<file path="config.mk">
export PLATFORM = sky130hd
export DESIGN_NAME = modbus_cmd
export DESIGN_NICKNAME = d
export VERILOG_FILES = /design/src/core/mb_pkg.sv /design/src/core/modbus_cmd.sv
export VERILOG_INCLUDE_DIRS = /design/src /design/src/core
export SDC_FILE = /design/constraint.sdc
export NUM_CORES = 2
export LEC_CHECK = 0
export BUFFER_PORTS_ARGS = -buffer_cell sky130_fd_sc_hd__buf_2
export CAP_MARGIN = 20
export CORE_MARGIN = 8
export CORE_UTILIZATION = 40
export DETAILED_ROUTE_END_ITERATION = 8
export GPL_TIMING_DRIVEN = 0
export HOLD_SLACK_MARGIN = 0.12
export PLACE_DENSITY = 0.66
export SLEW_MARGIN = 20
export SYNTH_ARGS = -nofsm -noshare
export SYNTH_HDL_FRONTEND = slang
export SYNTH_SLANG_ARGS = --single-unit
</file>
<file path="constraint.sdc">
create_clock -name clk -period 6.25 [get_ports clk]
set_clock_uncertainty 0.15 [all_clocks]
set_input_delay 0.3125 -clock clk [delete_from_list [all_inputs] [get_ports clk]]
set_output_delay 0.3125 -clock clk [all_outputs]
set_load 0.02 [all_outputs]
</file>
<file path="src/core/mb_params.svh">
`ifndef MB_PARAMS_SVH
`define MB_PARAMS_SVH
`define CLK_HZ 20000000
`define GAP_US 4010
`define HOLD_MS 100
`define CRC_INIT 16'hffff
`define CRC_POLY 16'ha001
`define FN_RD_HOLD 8'h03
`define FN_RD_IN 8'h04
`define FN_WR1 8'h06
`define FN_LOOP 8'h08
`define FN_WRN 8'h10
`define EXC_FLAG 8'h80
`define EXC_FUNC 8'h01
`define EXC_RANGE 8'h02
`define EXC_BIG 8'h03
`define EXC_SMALL 8'h04
`define EXC_VALUE 8'h05
`define EXC_LOCK 8'h06
`define BCAST 8'h00
`define REQ_LEN 16'h0008
`define WRN_LEN 16'h0009
`define MIN_LEN 16'h0004
`define RD_MAX 16'h007d
`define P_DATA1 16'h0004
`define P_DATAN 16'h0007
`define P_BCNT 6
`define HDR_LEN 16'h0006
`define EXC_LEN 16'h0003
`define RD_HDR 16'h0003
`define TBL_INST 8'h01
`define TBL_ENERGY 8'h02
`define TBL_SETUP 8'h03
`define TBL_DESC 8'h07
`define TBL_COMMS 8'h08
`define SZ_INST 8'h03
`define SZ_ENERGY 8'h05
`define SZ_SETUP 8'h06
`define SZ_DESC 8'h03
`define SZ_COMMS 8'h03
`define OFF_ACCESS 8'h00
`define OFF_ADDR 8'h01
`define OFF_BAUD 8'h02
`define UNLOCK_KEY 16'h007b
`define ACCESS_MAX 16'h00ff
`define ADDR_MAX 16'h00f7
`define BAUD_48 16'h0030
`define BAUD_96 16'h0060
`define BAUD_192 16'h00c0
`endif

</file>
<file path="src/core/mb_pkg.sv">
package mb_pkg;
	typedef enum logic [2:0] {
		S_IDLE = 3'h0,
		S_CHECK = 3'h1,
		S_WRITE = 3'h3,
		S_SEND = 3'h2,
		S_RDW = 3'h6,
		S_RDC = 3'h7
	} state_t;
	typedef enum logic [1:0] {K_ECHO = 2'h0, K_EXC = 2'h1, K_READ = 2'h2} kind_t;
endpackage

</file>
<file path="src/core/modbus_cmd.sv">
// Our own choices: the register offsets and strobed register access.
`timescale 1ns/1ps
`include "mb_params.svh"
// Contract
// read request: addr fn table offset count crc
// read reply: addr fn 2N data crc
// broadcast read and loop-back ignored
// single write, then echo request
// broadcast writes executed, never answered
// single write zeroes upper half of long
// loop-back sub-code zero echoes frame
// multi write request layout with 2N bytes
// multi write reply: header six bytes, crc
// long values msb first, count twice
// host matches data width to table
// crc failure: discard, no reply
// serviceable errors give exception reply
// exception function code has msb set
// exception reply is five bytes
// exception codes one to four
// invalid value gives exception five
// locked comms writes give exception six
// own-address frame lights addressed indicator
// addressed crc error or exception lights fault
// receive pin transitions light toggle indicator
// meter link steady on, flashes when busy
// crc-16 preset ones, poly a001 reflected
// register address is table then offset
// host writes 123 to access first
// frame ends after 3.5 character idle gap; code waits a fixed GAP_US of 4010 us at any baud_rate
// foreign address frames silently ignored
module modbus_cmd #(
	parameter int DEPTH = 64,
	parameter int GAP_CYCLES = `GAP_US * (`CLK_HZ / 1000000),
	parameter int HOLD_CYCLES = `HOLD_MS * (`CLK_HZ / 1000),
	parameter logic [7:0] DEF_ADDR = 8'h01,
	parameter logic [15:0] DEF_BAUD = `BAUD_96
) (
	// clock and reset
	input wire logic clk,
	input wire logic sys_rst,
	// received bytes and raw line
	input wire logic [7:0] rx_data,
	input wire logic rx_valid,
	input wire logic rx_pin,
	// transmit bytes
	output logic [7:0] tx_data,
	output logic tx_valid,
	input wire logic tx_ready,
	// meter data tables
	output logic [15:0] mem_addr,
	output logic mem_rd,
	output logic mem_wr,
	output logic [31:0] mem_wdata,
	input wire logic [31:0] mem_rdata,
	input wire logic meter_busy,
	// comms setup
	output logic [7:0] slave_addr,
	output logic [15:0] baud_rate,
	// indicators
	output logic addr_frame_ind,
	output logic fault_ind,
	output logic line_toggle_indicator,
	output logic meter_link_ind
);
	localparam int AW = $clog2(DEPTH);
	// a macro literal cannot be bit-selected, so the header length lives here as a typed constant
	localparam logic [15:0] RD_HDR_W = `RD_HDR;

	function automatic logic [15:0] crc_byte(input logic [15:0] c, input logic [7:0] b);
		logic [15:0] r;
		r = c ^ {8'h00, b};
		for (int i = 0; i < 8; i++) begin
			r = r[0] ? ((r >> 1) ^ `CRC_POLY) : (r >> 1);
		end
		return r;
	endfunction

	function automatic logic [7:0] tbl_size(input logic [7:0] t);
		case (t)
			`TBL_INST: tbl_size = `SZ_INST;
			`TBL_ENERGY: tbl_size = `SZ_ENERGY;
			`TBL_SETUP: tbl_size = `SZ_SETUP;
			`TBL_DESC: tbl_size = `SZ_DESC;
			`TBL_COMMS: tbl_size = `SZ_COMMS;
			default: tbl_size = 8'h00;
		endcase
	endfunction

	logic [7:0] buf_r [DEPTH];
	logic [15:0] len_r, crc_rx_r, crc_tx_r, access_r, baud_r;
	logic ovf_r, rx_pin_r, word_ok_r, tx_valid_r, mem_rd_r, mem_wr_r;
	logic [31:0] gap_r, word_r, mem_wdata_r;
	logic [7:0] slave_r, exc_r, tx_data_r, ent_r;
	logic [15:0] idx_r, total_r, wr_idx_r, ptr_r, mem_addr_r;
	mb_pkg::state_t st_r;
	mb_pkg::kind_t kind_r;

	// decode of the held frame
	logic [7:0] fn, tbl, off, size, dec_exc, tx_byte, rd_ent;
	logic [15:0] nw, ent, k;
	logic is_long, is_rw, own, bc, crc_ok, range_ok, dec_ignore, need_fetch;
	assign fn = buf_r[1];
	assign tbl = buf_r[2];
	assign off = buf_r[3];
	assign nw = {buf_r[4], buf_r[5]};
	assign size = tbl_size(tbl);
	assign is_long = (tbl == `TBL_ENERGY);
	assign is_rw = (tbl == `TBL_ENERGY) || (tbl == `TBL_SETUP) || (tbl == `TBL_COMMS);
	assign ent = is_long ? (nw >> 1) : nw;
	assign own = (buf_r[0] == slave_r);
	assign bc = (buf_r[0] == `BCAST);
	assign crc_ok = (crc_rx_r == 16'h0000) && (len_r >= `MIN_LEN) && !ovf_r;
	assign range_ok = (size != 8'h00) && (nw != 16'h0000) && !(is_long && nw[0]) &&
		(({8'h00, off} + ent) <= {8'h00, size});

	always_comb begin
		dec_ignore = 1'b1;
		dec_exc = 8'h00;
		if ((own || bc) && crc_ok) begin
			dec_ignore = 1'b0;
			case (fn)
				`FN_RD_HOLD, `FN_RD_IN: begin
					if (bc || len_r != `REQ_LEN)
						dec_ignore = 1'b1;
					else if (nw > `RD_MAX)
						dec_exc = `EXC_BIG;
					else if (!range_ok)
						dec_exc = `EXC_RANGE;
				end
				`FN_WR1: begin
					if (len_r != `REQ_LEN)
						dec_ignore = 1'b1;
					else if (size == 8'h00 || !is_rw || off >= size)
						dec_exc = `EXC_RANGE;
				end
				`FN_LOOP: begin
					if (bc || len_r != `REQ_LEN)
						dec_ignore = 1'b1;
					else if ({buf_r[2], buf_r[3]} != 16'h0000)
						dec_exc = `EXC_FUNC;
				end
				`FN_WRN: begin
					if (!range_ok || !is_rw)
						dec_exc = `EXC_RANGE;
					else if ({8'h00, buf_r[`P_BCNT]} != (nw << 1) || len_r != `WRN_LEN + (nw << 1))
						dec_exc = `EXC_BIG;
				end
				default: dec_exc = `EXC_FUNC;
			endcase
		end
	end

	// value checks for the comms setup table
	function automatic logic [7:0] comms_chk(input logic [7:0] o, input logic [15:0] v, input logic unl);
		comms_chk = 8'h00;
		case (o)
			`OFF_ACCESS: if (v > `ACCESS_MAX) comms_chk = `EXC_BIG;
			`OFF_ADDR: begin
				if (!unl)
					comms_chk = `EXC_LOCK;
				else if (v == 16'h0000)
					comms_chk = `EXC_SMALL;
				else if (v > `ADDR_MAX)
					comms_chk = `EXC_BIG;
			end
			default: begin
				if (!unl)
					comms_chk = `EXC_LOCK;
				else if (v != `BAUD_48 && v != `BAUD_96 && v != `BAUD_192)
					comms_chk = `EXC_VALUE;
			end
		endcase
	endfunction

	// entry and value for the write loop
	logic [7:0] wr_ent, wr_code;
	logic [31:0] wr_val;
	logic wr_wide;
	assign wr_ent = off + wr_idx_r[7:0];
	assign wr_wide = is_long && (fn == `FN_WRN);
	assign wr_val = wr_wide ? {buf_r[ptr_r[AW-1:0]], buf_r[ptr_r[AW-1:0] + 1'b1],
		buf_r[ptr_r[AW-1:0] + 2'h2], buf_r[ptr_r[AW-1:0] + 2'h3]} :
		{16'h0000, buf_r[ptr_r[AW-1:0]], buf_r[ptr_r[AW-1:0] + 1'b1]};
	assign wr_code = comms_chk(wr_ent, wr_val[15:0], access_r == `UNLOCK_KEY);

	// outgoing byte selection
	assign k = (idx_r - `RD_HDR) >> 1;
	assign rd_ent = off + (is_long ? k[8:1] : k[7:0]);
	assign need_fetch = (kind_r == mb_pkg::K_READ) && idx_r >= `RD_HDR && idx_r < total_r &&
		!(idx_r[0] ^ RD_HDR_W[0]) && !word_ok_r;
	always_comb begin
		logic [15:0] w;
		w = (is_long && !k[0]) ? word_r[31:16] : word_r[15:0];
		tx_byte = buf_r[idx_r[AW-1:0]];
		if (idx_r == total_r)
			tx_byte = crc_tx_r[7:0];
		else if (idx_r > total_r)
			tx_byte = crc_tx_r[15:8];
		else if (kind_r == mb_pkg::K_EXC && idx_r == 16'h0001)
			tx_byte = fn | `EXC_FLAG;
		else if (kind_r == mb_pkg::K_EXC && idx_r == 16'h0002)
			tx_byte = exc_r;
		else if (kind_r == mb_pkg::K_READ && idx_r == 16'h0002)
			tx_byte = {nw[6:0], 1'b0};
		else if (kind_r == mb_pkg::K_READ && idx_r >= `RD_HDR)
			tx_byte = (idx_r[0] ^ RD_HDR_W[0]) ? w[7:0] : w[15:8];
	end

	// frame collection; bytes arriving while busy are dropped (half duplex)
	always_ff @(posedge clk) begin
		if (sys_rst) begin
			len_r <= 16'h0000;
			ovf_r <= 1'b0;
			crc_rx_r <= `CRC_INIT;
		end else if (st_r == mb_pkg::S_CHECK) begin
			len_r <= 16'h0000;
			ovf_r <= 1'b0;
			crc_rx_r <= `CRC_INIT;
		end else if (st_r == mb_pkg::S_IDLE && rx_valid) begin
			if (len_r < 16'(DEPTH)) begin
				buf_r[len_r[AW-1:0]] <= rx_data;
				len_r <= len_r + 16'h0001;
			end else
				ovf_r <= 1'b1;
			crc_rx_r <= crc_byte(crc_rx_r, rx_data);
		end
	end

	always_ff @(posedge clk) begin
		if (sys_rst || rx_valid)
			gap_r <= 32'h0;
		else if (gap_r < 32'(GAP_CYCLES))
			gap_r <= gap_r + 32'h1;
	end

	// command sequencer
	always_ff @(posedge clk) begin
		if (sys_rst) begin
			st_r <= mb_pkg::S_IDLE;
			kind_r <= mb_pkg::K_ECHO;
			exc_r <= 8'h00;
			idx_r <= 16'h0000;
			total_r <= 16'h0000;
			wr_idx_r <= 16'h0000;
			ptr_r <= 16'h0000;
			ent_r <= 8'h00;
			word_r <= 32'h0;
			word_ok_r <= 1'b0;
			tx_valid_r <= 1'b0;
			tx_data_r <= 8'h00;
			crc_tx_r <= `CRC_INIT;
			mem_rd_r <= 1'b0;
			mem_wr_r <= 1'b0;
			mem_addr_r <= 16'h0000;
			mem_wdata_r <= 32'h0;
			access_r <= 16'h0000;
			slave_r <= DEF_ADDR;
			baud_r <= DEF_BAUD;
		end else begin
			mem_wr_r <= 1'b0;
			case (st_r)
				mb_pkg::S_IDLE: begin
					if (len_r != 16'h0000 && gap_r == 32'(GAP_CYCLES - 1))
						st_r <= mb_pkg::S_CHECK;
				end
				mb_pkg::S_CHECK: begin
					idx_r <= 16'h0000;
					crc_tx_r <= `CRC_INIT;
					word_ok_r <= 1'b0;
					exc_r <= dec_exc;
					if (dec_ignore)
						st_r <= mb_pkg::S_IDLE;
					else if (dec_exc != 8'h00) begin
						kind_r <= mb_pkg::K_EXC;
						total_r <= `EXC_LEN;
						st_r <= bc ? mb_pkg::S_IDLE : mb_pkg::S_SEND;
					end else if (fn == `FN_WR1 || fn == `FN_WRN) begin
						wr_idx_r <= 16'h0000;
						ptr_r <= (fn == `FN_WR1) ? `P_DATA1 : `P_DATAN;
						ent_r <= (fn == `FN_WR1) ? 8'h01 : ent[7:0];
						st_r <= mb_pkg::S_WRITE;
					end else if (fn == `FN_LOOP) begin
						kind_r <= mb_pkg::K_ECHO;
						total_r <= len_r - 16'h0002;
						st_r <= mb_pkg::S_SEND;
					end else begin
						kind_r <= mb_pkg::K_READ;
						total_r <= `RD_HDR + (nw << 1);
						st_r <= mb_pkg::S_SEND;
					end
				end
				mb_pkg::S_WRITE: begin
					// a failing comms entry is skipped; later entries still go in
					if (tbl == `TBL_COMMS) begin
						if (wr_code != 8'h00) begin
							if (exc_r == 8'h00)
								exc_r <= wr_code;
						end else if (wr_ent == `OFF_ACCESS)
							access_r <= wr_val[15:0];
						else if (wr_ent == `OFF_ADDR)
							slave_r <= wr_val[7:0];
						else
							baud_r <= wr_val[15:0];
					end else begin
						mem_wr_r <= 1'b1;
						mem_addr_r <= {tbl, wr_ent};
						mem_wdata_r <= wr_val;
					end
					ptr_r <= ptr_r + (wr_wide ? 16'h0004 : 16'h0002);
					wr_idx_r <= wr_idx_r + 16'h0001;
					if (wr_idx_r[7:0] == ent_r - 8'h01) begin
						// response only after the last entry is written
						kind_r <= (exc_r != 8'h00 || (tbl == `TBL_COMMS && wr_code != 8'h00)) ?
							mb_pkg::K_EXC : mb_pkg::K_ECHO;
						total_r <= (exc_r != 8'h00 || (tbl == `TBL_COMMS && wr_code != 8'h00)) ?
							`EXC_LEN : `HDR_LEN;
						st_r <= bc ? mb_pkg::S_IDLE : mb_pkg::S_SEND;
					end
				end
				mb_pkg::S_SEND: begin
					if (!tx_valid_r) begin
						if (need_fetch) begin
							mem_rd_r <= 1'b1;
							mem_addr_r <= {tbl, rd_ent};
							st_r <= mb_pkg::S_RDW;
						end else begin
							tx_data_r <= tx_byte;
							tx_valid_r <= 1'b1;
							if (idx_r < total_r)
								crc_tx_r <= crc_byte(crc_tx_r, tx_byte);
						end
					end else if (tx_ready) begin
						tx_valid_r <= 1'b0;
						if (idx_r[0] ^ RD_HDR_W[0])
							word_ok_r <= 1'b0;
						idx_r <= idx_r + 16'h0001;
						if (idx_r > total_r)
							st_r <= mb_pkg::S_IDLE;
					end
				end
				mb_pkg::S_RDW: begin
					mem_rd_r <= 1'b0;
					st_r <= mb_pkg::S_RDC;
				end
				mb_pkg::S_RDC: begin
					// comms setup lives here, not in the meter tables
					if (tbl == `TBL_COMMS)
						word_r <= {16'h0000, (mem_addr_r[7:0] == `OFF_ACCESS) ? access_r :
							(mem_addr_r[7:0] == `OFF_ADDR) ? {8'h00, slave_r} : baud_r};
					else
						word_r <= mem_rdata;
					word_ok_r <= 1'b1;
					st_r <= mb_pkg::S_SEND;
				end
				default: st_r <= mb_pkg::S_IDLE;
			endcase
		end
	end

	// indicator stretchers: addressed, fault, line toggle
	logic [31:0] hold_r [3];
	logic [31:0] blink_r;
	logic [2:0] ind_evt;
	logic blink_on_r;
	assign ind_evt[0] = (st_r == mb_pkg::S_CHECK) && own;
	assign ind_evt[1] = (st_r == mb_pkg::S_CHECK) && own && (!crc_ok || dec_exc != 8'h00);
	assign ind_evt[2] = (rx_pin != rx_pin_r);
	always_ff @(posedge clk) begin
		if (sys_rst) begin
			rx_pin_r <= 1'b1;
			for (int i = 0; i < 3; i++)
				hold_r[i] <= 32'h0;
		end else begin
			rx_pin_r <= rx_pin;
			for (int i = 0; i < 3; i++) begin
				if (ind_evt[i])
					hold_r[i] <= 32'(HOLD_CYCLES);
				else if (hold_r[i] != 32'h0)
					hold_r[i] <= hold_r[i] - 32'h1;
			end
		end
	end

	// late fault from a rejected comms write also lights the fault indicator
	logic fault_late_r;
	always_ff @(posedge clk) begin
		if (sys_rst) begin
			blink_r <= 32'h0;
			blink_on_r <= 1'b1;
			fault_late_r <= 1'b0;
		end else begin
			fault_late_r <= (st_r == mb_pkg::S_WRITE) && own && tbl == `TBL_COMMS && wr_code != 8'h00;
			if (blink_r >= 32'(HOLD_CYCLES - 1)) begin
				blink_r <= 32'h0;
				blink_on_r <= !blink_on_r;
			end else
				blink_r <= blink_r + 32'h1;
		end
	end

	logic addr_ind_r, fault_ind_r, tog_ind_r, link_ind_r;
	always_ff @(posedge clk) begin
		if (sys_rst) begin
			addr_ind_r <= 1'b0;
			fault_ind_r <= 1'b0;
			tog_ind_r <= 1'b0;
			link_ind_r <= 1'b1;
		end else begin
			addr_ind_r <= ind_evt[0] || hold_r[0] != 32'h0;
			fault_ind_r <= ind_evt[1] || fault_late_r || hold_r[1] != 32'h0;
			tog_ind_r <= ind_evt[2] || hold_r[2] != 32'h0;
			link_ind_r <= !meter_busy || blink_on_r;
		end
	end

	assign tx_data = tx_data_r;
	assign tx_valid = tx_valid_r;
	assign mem_addr = mem_addr_r;
	assign mem_rd = mem_rd_r;
	assign mem_wr = mem_wr_r;
	assign mem_wdata = mem_wdata_r;
	assign slave_addr = slave_r;
	assign baud_rate = baud_r;
	assign addr_frame_ind = addr_ind_r;
	assign fault_ind = fault_ind_r;
	assign line_toggle_indicator = tog_ind_r;
	assign meter_link_ind = link_ind_r;
endmodule // modbus_cmd

</file>
After elaboration in Yosys (flattened, before gate mapping)
Memories as Yosys holds them, arrays and structs flattened. A register that Yosys moved wholly into a read port is not among the register bits.
Cells that the tools add are included.
{ "word_totals": {"regBits": 337, "ramBits": 608, "input_bits": 46, "output_inout_bits": 87, "elab_cells": 404, "n_memories": 2} }
{ "memory_table": {"columns": ["name", "depth", "word_bits", "read_ports", "rd_clocked_by_memory_dff", "write_ports", "line", "source"], "rows": [
  ["buf_r", 64, 8, 12, 2, 1, "modbus_cmd.sv:90", "logic [7:0] buf_r [DEPTH];"],
  ["hold_r", 3, 32, 3, 0, 3, "modbus_cmd.sv:362", "logic [31:0] hold_r [3];"]
]} }
{ "classes": {"n_addsub": 20, "order_cmp": 12, "n_eq_ne": 53, "n_mux": 153, "n_bitwise": 34, "n_reduce_logical": 98} }
{ "ops": {"columns": ["op", "n"], "rows": [
  ["$mux 16", 39],
  ["$mux 32", 8],
  ["$pmux 16 s2", 6],
  ["$mux 8", 15],
  ["$reduce_bool 32->1", 3],
  ["$sub 32x1->32 const B", 3],
  ["$add 32x1->32 const B", 2],
  ["$add 16x1->16 const B", 3],
  ["$not 2->3", 16],
  ["$reduce_bool 16->1", 3],
  ["$mux 1", 44],
  ["$logic_not 8->1", 5],
  ["$mux 3", 12],
  ["$eq 32x17->1 const B", 1],
  ["$ge 32x21->1 const B", 1],
  ["$gt 16x8->1 const B", 2],
  ["$logic_not 16->1", 2],
  ["$lt 32x17->1 const B", 1],
  ["$mux 2", 16],
  ["$pmux 8 s2", 2],
  ["$pmux 8 s4", 1],
  ["$reduce_and 4->1", 8],
  ["$reduce_bool 8->1", 4],
  ["$xor 16x8->16", 2],
  ["62 further kinds", 171]
]} }

Depth between registers and ports, before layout
{ "depth": {"ltp_word": 32, "depth_mapped": 27, "ltp_nobuf": 21} }

Worst setup path before layout
OpenSTA, ideal clock, no wires.
{ "synth_timing": {"kind": "flip-flop to flip-flop", "start": "mem buf_r[2][7]", "end": "mem hold_r[1][0], enable pin", "setup_ps": 493, "arrival_ps": 5820, "slack_ps": -213, "stages_incl_launch_ff": 24, "period_less_slack_ps": 6463, "path_cell_list": "edfxtp_1 > or4_1 > clkbuf_1 > nor2_1 > buf_2 > clkbuf_1 > clkbuf_1 > nand2_1 > o21ai_0 > ha_1 > fa_1 > ha_1 > nor2b_1 > o21ai_0 > a32oi_1 > a211oi_1 > nand4b_1 > a2111oi_0 > o211ai_1 > o21ai_1 > a211oi_1 > o21ai_1 > nor2b_1 > nand2_1"} }
{ "synth_rtl": {"columns": ["item", "line"], "rows": [
  ["from (decl)", "modbus_cmd.sv:90"],
  ["to (decl)", "modbus_cmd.sv:362"]
]} }

Final worst setup path
{ "layout_timing": {"start": "reg ptr_r[0]", "end": "reg baud_r[12] (netlist: baud_rate[12])"} }
{ "layout_between": {"elab_chain_len": 12, "elab_cells_between_ends": 23} }
{ "layout_rtl": {"columns": ["item", "line", "source"], "rows": [
  ["from (decl)", "modbus_cmd.sv:95", "logic [15:0] idx_r, total_r, wr_idx_r, ptr_r, mem_addr_r;"],
  ["from (signal assigned)", "modbus_cmd.sv:280", "ptr_r <= (fn == `FN_WR1) ? `P_DATA1 : `P_DATAN;"],
  ["from (signal assigned)", "modbus_cmd.sv:310", "ptr_r <= ptr_r + (wr_wide ? 16'h0004 : 16'h0002);"],
  ["$add 6x1->6 / $add 6x2->6 (equally long branches)", "modbus_cmd.sv:184, modbus_cmd.sv:183", null],
  ["$mem_v2 64x8 (*)", null, null],
  ["$mux 32 (*)", "modbus_cmd.sv:182", "assign wr_val = wr_wide ? {buf_r[ptr_r[AW-1:0]], buf_r[ptr_r[AW-1:0] + 1'b1],"],
  ["branches (longest 9 deep; another with $gt 16x8->1)", null, null],
  ["to (signal assigned)", "modbus_cmd.sv:304", "baud_r <= wr_val[15:0];"],
  ["to (decl)", "modbus_cmd.sv:91", "logic [15:0] len_r, crc_rx_r, crc_tx_r, access_r, baud_r;"]
]} }
Mark *: on every way between the ends.
A chain may end at the register's enable or synchronous reset.

==> impl_results.md <==
- Synth unique cells: 103
- Setup ws final: -207 ps
- Starting Density: 0.401
- Fin crit period: 6460 ps
- Cell with the most instances after synthesis: mux4_2
- Clock latency on the worst-skew pair: 810 ps
- Clk slew on worst S/H paths: 70 ps
- Min-Delay Path Class: primary input to flop
- Synth Area in Compound Gates: 0.0836
- Via count: between 50000 and 60000
- Fillers: 13200
- Post-DP HPWL: 290000 um
- Total power: 15.6 mW
- Hold Startpoint: rx_valid
- Main combinational cell family by area after synthesis: multiplexers
- Final net count: between 5000 and 6000
- Crit Path Class: flop to flop
- Run status: finished, violations left
- Largest net degree at the start of global routing: 66
- H-Tree Level Count: 3
- Max Cap Viol: 0
- Mapped Area: 0.0597 mm^2
- Fraction of synthesized area in multiplexers: 0.286
- Residual DRC count: 0
- Adder-cell share of the synthesized area: 0.0171
- Post-Syn Area per Cell: 12.1 um^2
- Final worst-path cycle share: 1.03
- Layout cell share with drive strength beyond 1: 0.301
- Worst Hold End: gap_r[17]
- Sink Count: 934
- VDD IR max: 0.248 mV
- DRT iter0 DRCs: 8937
- Worst Reg-to-Reg Cells: 18
- Final Max Tran Viols: 0
- GRT Total Usage: 0.460
- Final setup viols: 46
- Area leader, netlist: edfxtp_1
- Worst hold path depth: 3
- Synth Area in Simple Gates: 0.128
- Clk buf depth: 3
- Crit Path Max Fanout: 10
- Row count: 142
- FF+latch count, synth: 934
- R2R Setup Slk: -210 ps
- Ranking of synthesized cells by area: edfxtp_1, mux4_2, dfxtp_1
- Failing checks: setup timing
- Global route overflow: 0
- Area grow syn2layout: 20.1%
- Root buf cell: clkbuf_16
- CP required: 6770 ps
- 1st-pass router iterations: 7
- Post-route ant nets: 0
- Fmax: 0.155 GHz
- Core area: 0.149 mm^2
- Gpl congestion: 1.17
- PortBufs: 132
- Final Util: 0.481
- CP Capture Type: flop
- Top cell type's share of synthesized area: 0.306
- Post-synth top cells: mux4_2, edfxtp_1, nor2_1
- Cells after synthesis: slightly below 5000
- Register area: 0.0248 mm^2
- Async S/R FF share, synth: 0
- I/O Pins: 133
- Initial antenna violation count: 50
- Yosys warns: 0
- Mean routed wirelength per cell: 51.5 um
- Area of the multi-input gates: 0.0344 mm^2
- Post-synth EDFFs: 608
- Xor/xnor cell area share of the yosys netlist: 0.0375
- Pwr dens: 217 mW/mm^2
- Fin. Hold Viols: 0
- Global-route wire length before repair: between 400000 and 500000 um
- Worst Setup SP: ptr_r[0]
- Inserted Clock Buffers: 107
- Ys flop type: edfxtp_1
- Arrival time worst endpoint: 6980 ps
- Relative max-transition margin: 0.133
- Static leakage: 23.7 nW
- RR Startpoint: ptr_r[0]
- Worst Max-Slew Pin Slew: 1300 ps
- TritonCTS clock tree: done
- CP Launch Type: flop
- DIE WIDTH: 402 um
- Number of global-route vias before repair: 50500
- Die H: 402 um
- Register area share after synthesis: 0.415
- Vias/cell: approximately 7.4
- DIE AREA: 0.162 mm^2
- WL final: 384000 um
- FF-to-FF End: baud_rate[12]
[state kept, by name (all words and copies together), names as in the netlist, 3 cells and up, named ones only]
| signal | flops |
|---|---|
| access_r | 16 |
| baud_rate | 16 |
| blink_r | 32 |
| buf_r | 512 |
| crc_rx_r | 16 |
| crc_tx_r | 16 |
| ent_r | 8 |
| exc_r | 3 |
| gap_r | 32 |
| hold_r | 96 |
| idx_r | 16 |
| len_r | 16 |
| mem_addr | 16 |
| mem_wdata | 32 |
| ptr_r | 6 |
| slave_addr | 8 |
| st_r | 3 |
| total_r | 16 |
| tx_data | 8 |
| word_r | 32 |
| wr_idx_r | 8 |
[per-layer routing]
metal  up-vias  GRT usage  routed length, um
li1      20400          -                  -
met1     27800      0.523             132000
met2      5105      0.644             156000
met3      1580      0.230              54100
met4        24      0.384              41900
met5         -    0.00773                654
[area by class of cell]
cell class,count,share of cell area
plain buffers,353,0.0316
clock inverters,67,0.0105
flip-flops and latches,934,0.346
multi-input cells,3550,0.480
well taps,1944,0.0339
clock buffers,136,0.0424
diodes,45,0.00157
repair buffers,346,0.0500
inverters,87,0.00464
[where the power goes]
part / switching, mW / internal [mW] / total, mW
Combinational: 1.06 / 0.560 / 1.62
Clock: 2.99 / 3.94 / 6.94
Sequential: 0.235 / 6.79 / 7.02
Total: 4.29 / 11.3 / 15.6
[cell families (layout without fill, tap and decap cells)]
group / Yosys count / after routing
mux: 867 / 867
compound gates: 738 / 738
buf+inv: 453 / 989
other cells: 1 / 56
simple gates: 1604 / 1605
xor+xnor: 250 / 250
fa+ha+maj: 79 / 79
flops: 934 / 934
[per-stage QoR]
step                hold WS, ps  TNS, ps  cells  setup WS, ps  area (um^2)
global route                190    -13.9   7420         -9.42        71600
floorplan                   224        0   4936          57.3        59800
global placement            281  -607740   7012         -6540        62900
finish                      166    -5470   7462          -207        71700
detailed placement          289  -519130   7121         -5350        65300
CTS                         133        0   7404          1.97        71200
[cell usage in the layout, fill, tap and decap left out, drive strengths merged, types with 29 or more instances in the layout]
cell,n
nand4,49
and3,37
edfxtp,608
a22oi,59
nor3,133
xor2,101
o211ai,37
inv,108
or3,35
nor2,528
nand2b,36
mux4,664
buf,444
clkbuf,340
xnor2,148
mux2i,173
ha,75
mux2,30
and2,68
a211oi,57
dlygate4sd3,46
nand3,111
diode,45
dfxtp,326
nor2b,52
o21ai,115
nor4,63
a31oi,29
a21oi,185
nand2,389
[worst max path at each step]
| stage | to | depth (start not counted) |
|---|---|---|
| 3_3_place_gp | baud_rate[10] | 24 |
| 4_1_cts | hold_r[1][29] | 24 |
| 5_1_grt | slave_addr[1] | 21 |
| 3_5_place_dp | baud_rate[3] | 25 |
| 6_report | baud_rate[12] | 18 |
| 2_1_floorplan | hold_r[1][0] | 23 |
[critical path, stage by stage, from the launching register on]
cell and delay, ps:
dfxtp_2 360, buf_12 160, buf_4 380, buf_4 500, buf_4 490, buf_2 710, mux4_2 360, nand2_1 60
nand3_1 430, nand4_1 220, nor3_2 710, o41a_1 390, nor3_4 110, a41o_1 240, a211oi_4 280, and3_4 270
nor2_2 80, buf_6 180, and2_1 160
[repair_timing]
item / in CTS / in global routing
endpoints found under the setup margin: 187 / 158
hold buffers: 46 / 0
pin swaps: 29 / 21
setup buffers: 40 / 17
gates resized for setup: 295 / 68
gates cloned: 0 / 2
endpoints found under the hold margin: 558 / 0
(Power assumes the default switching activity.)
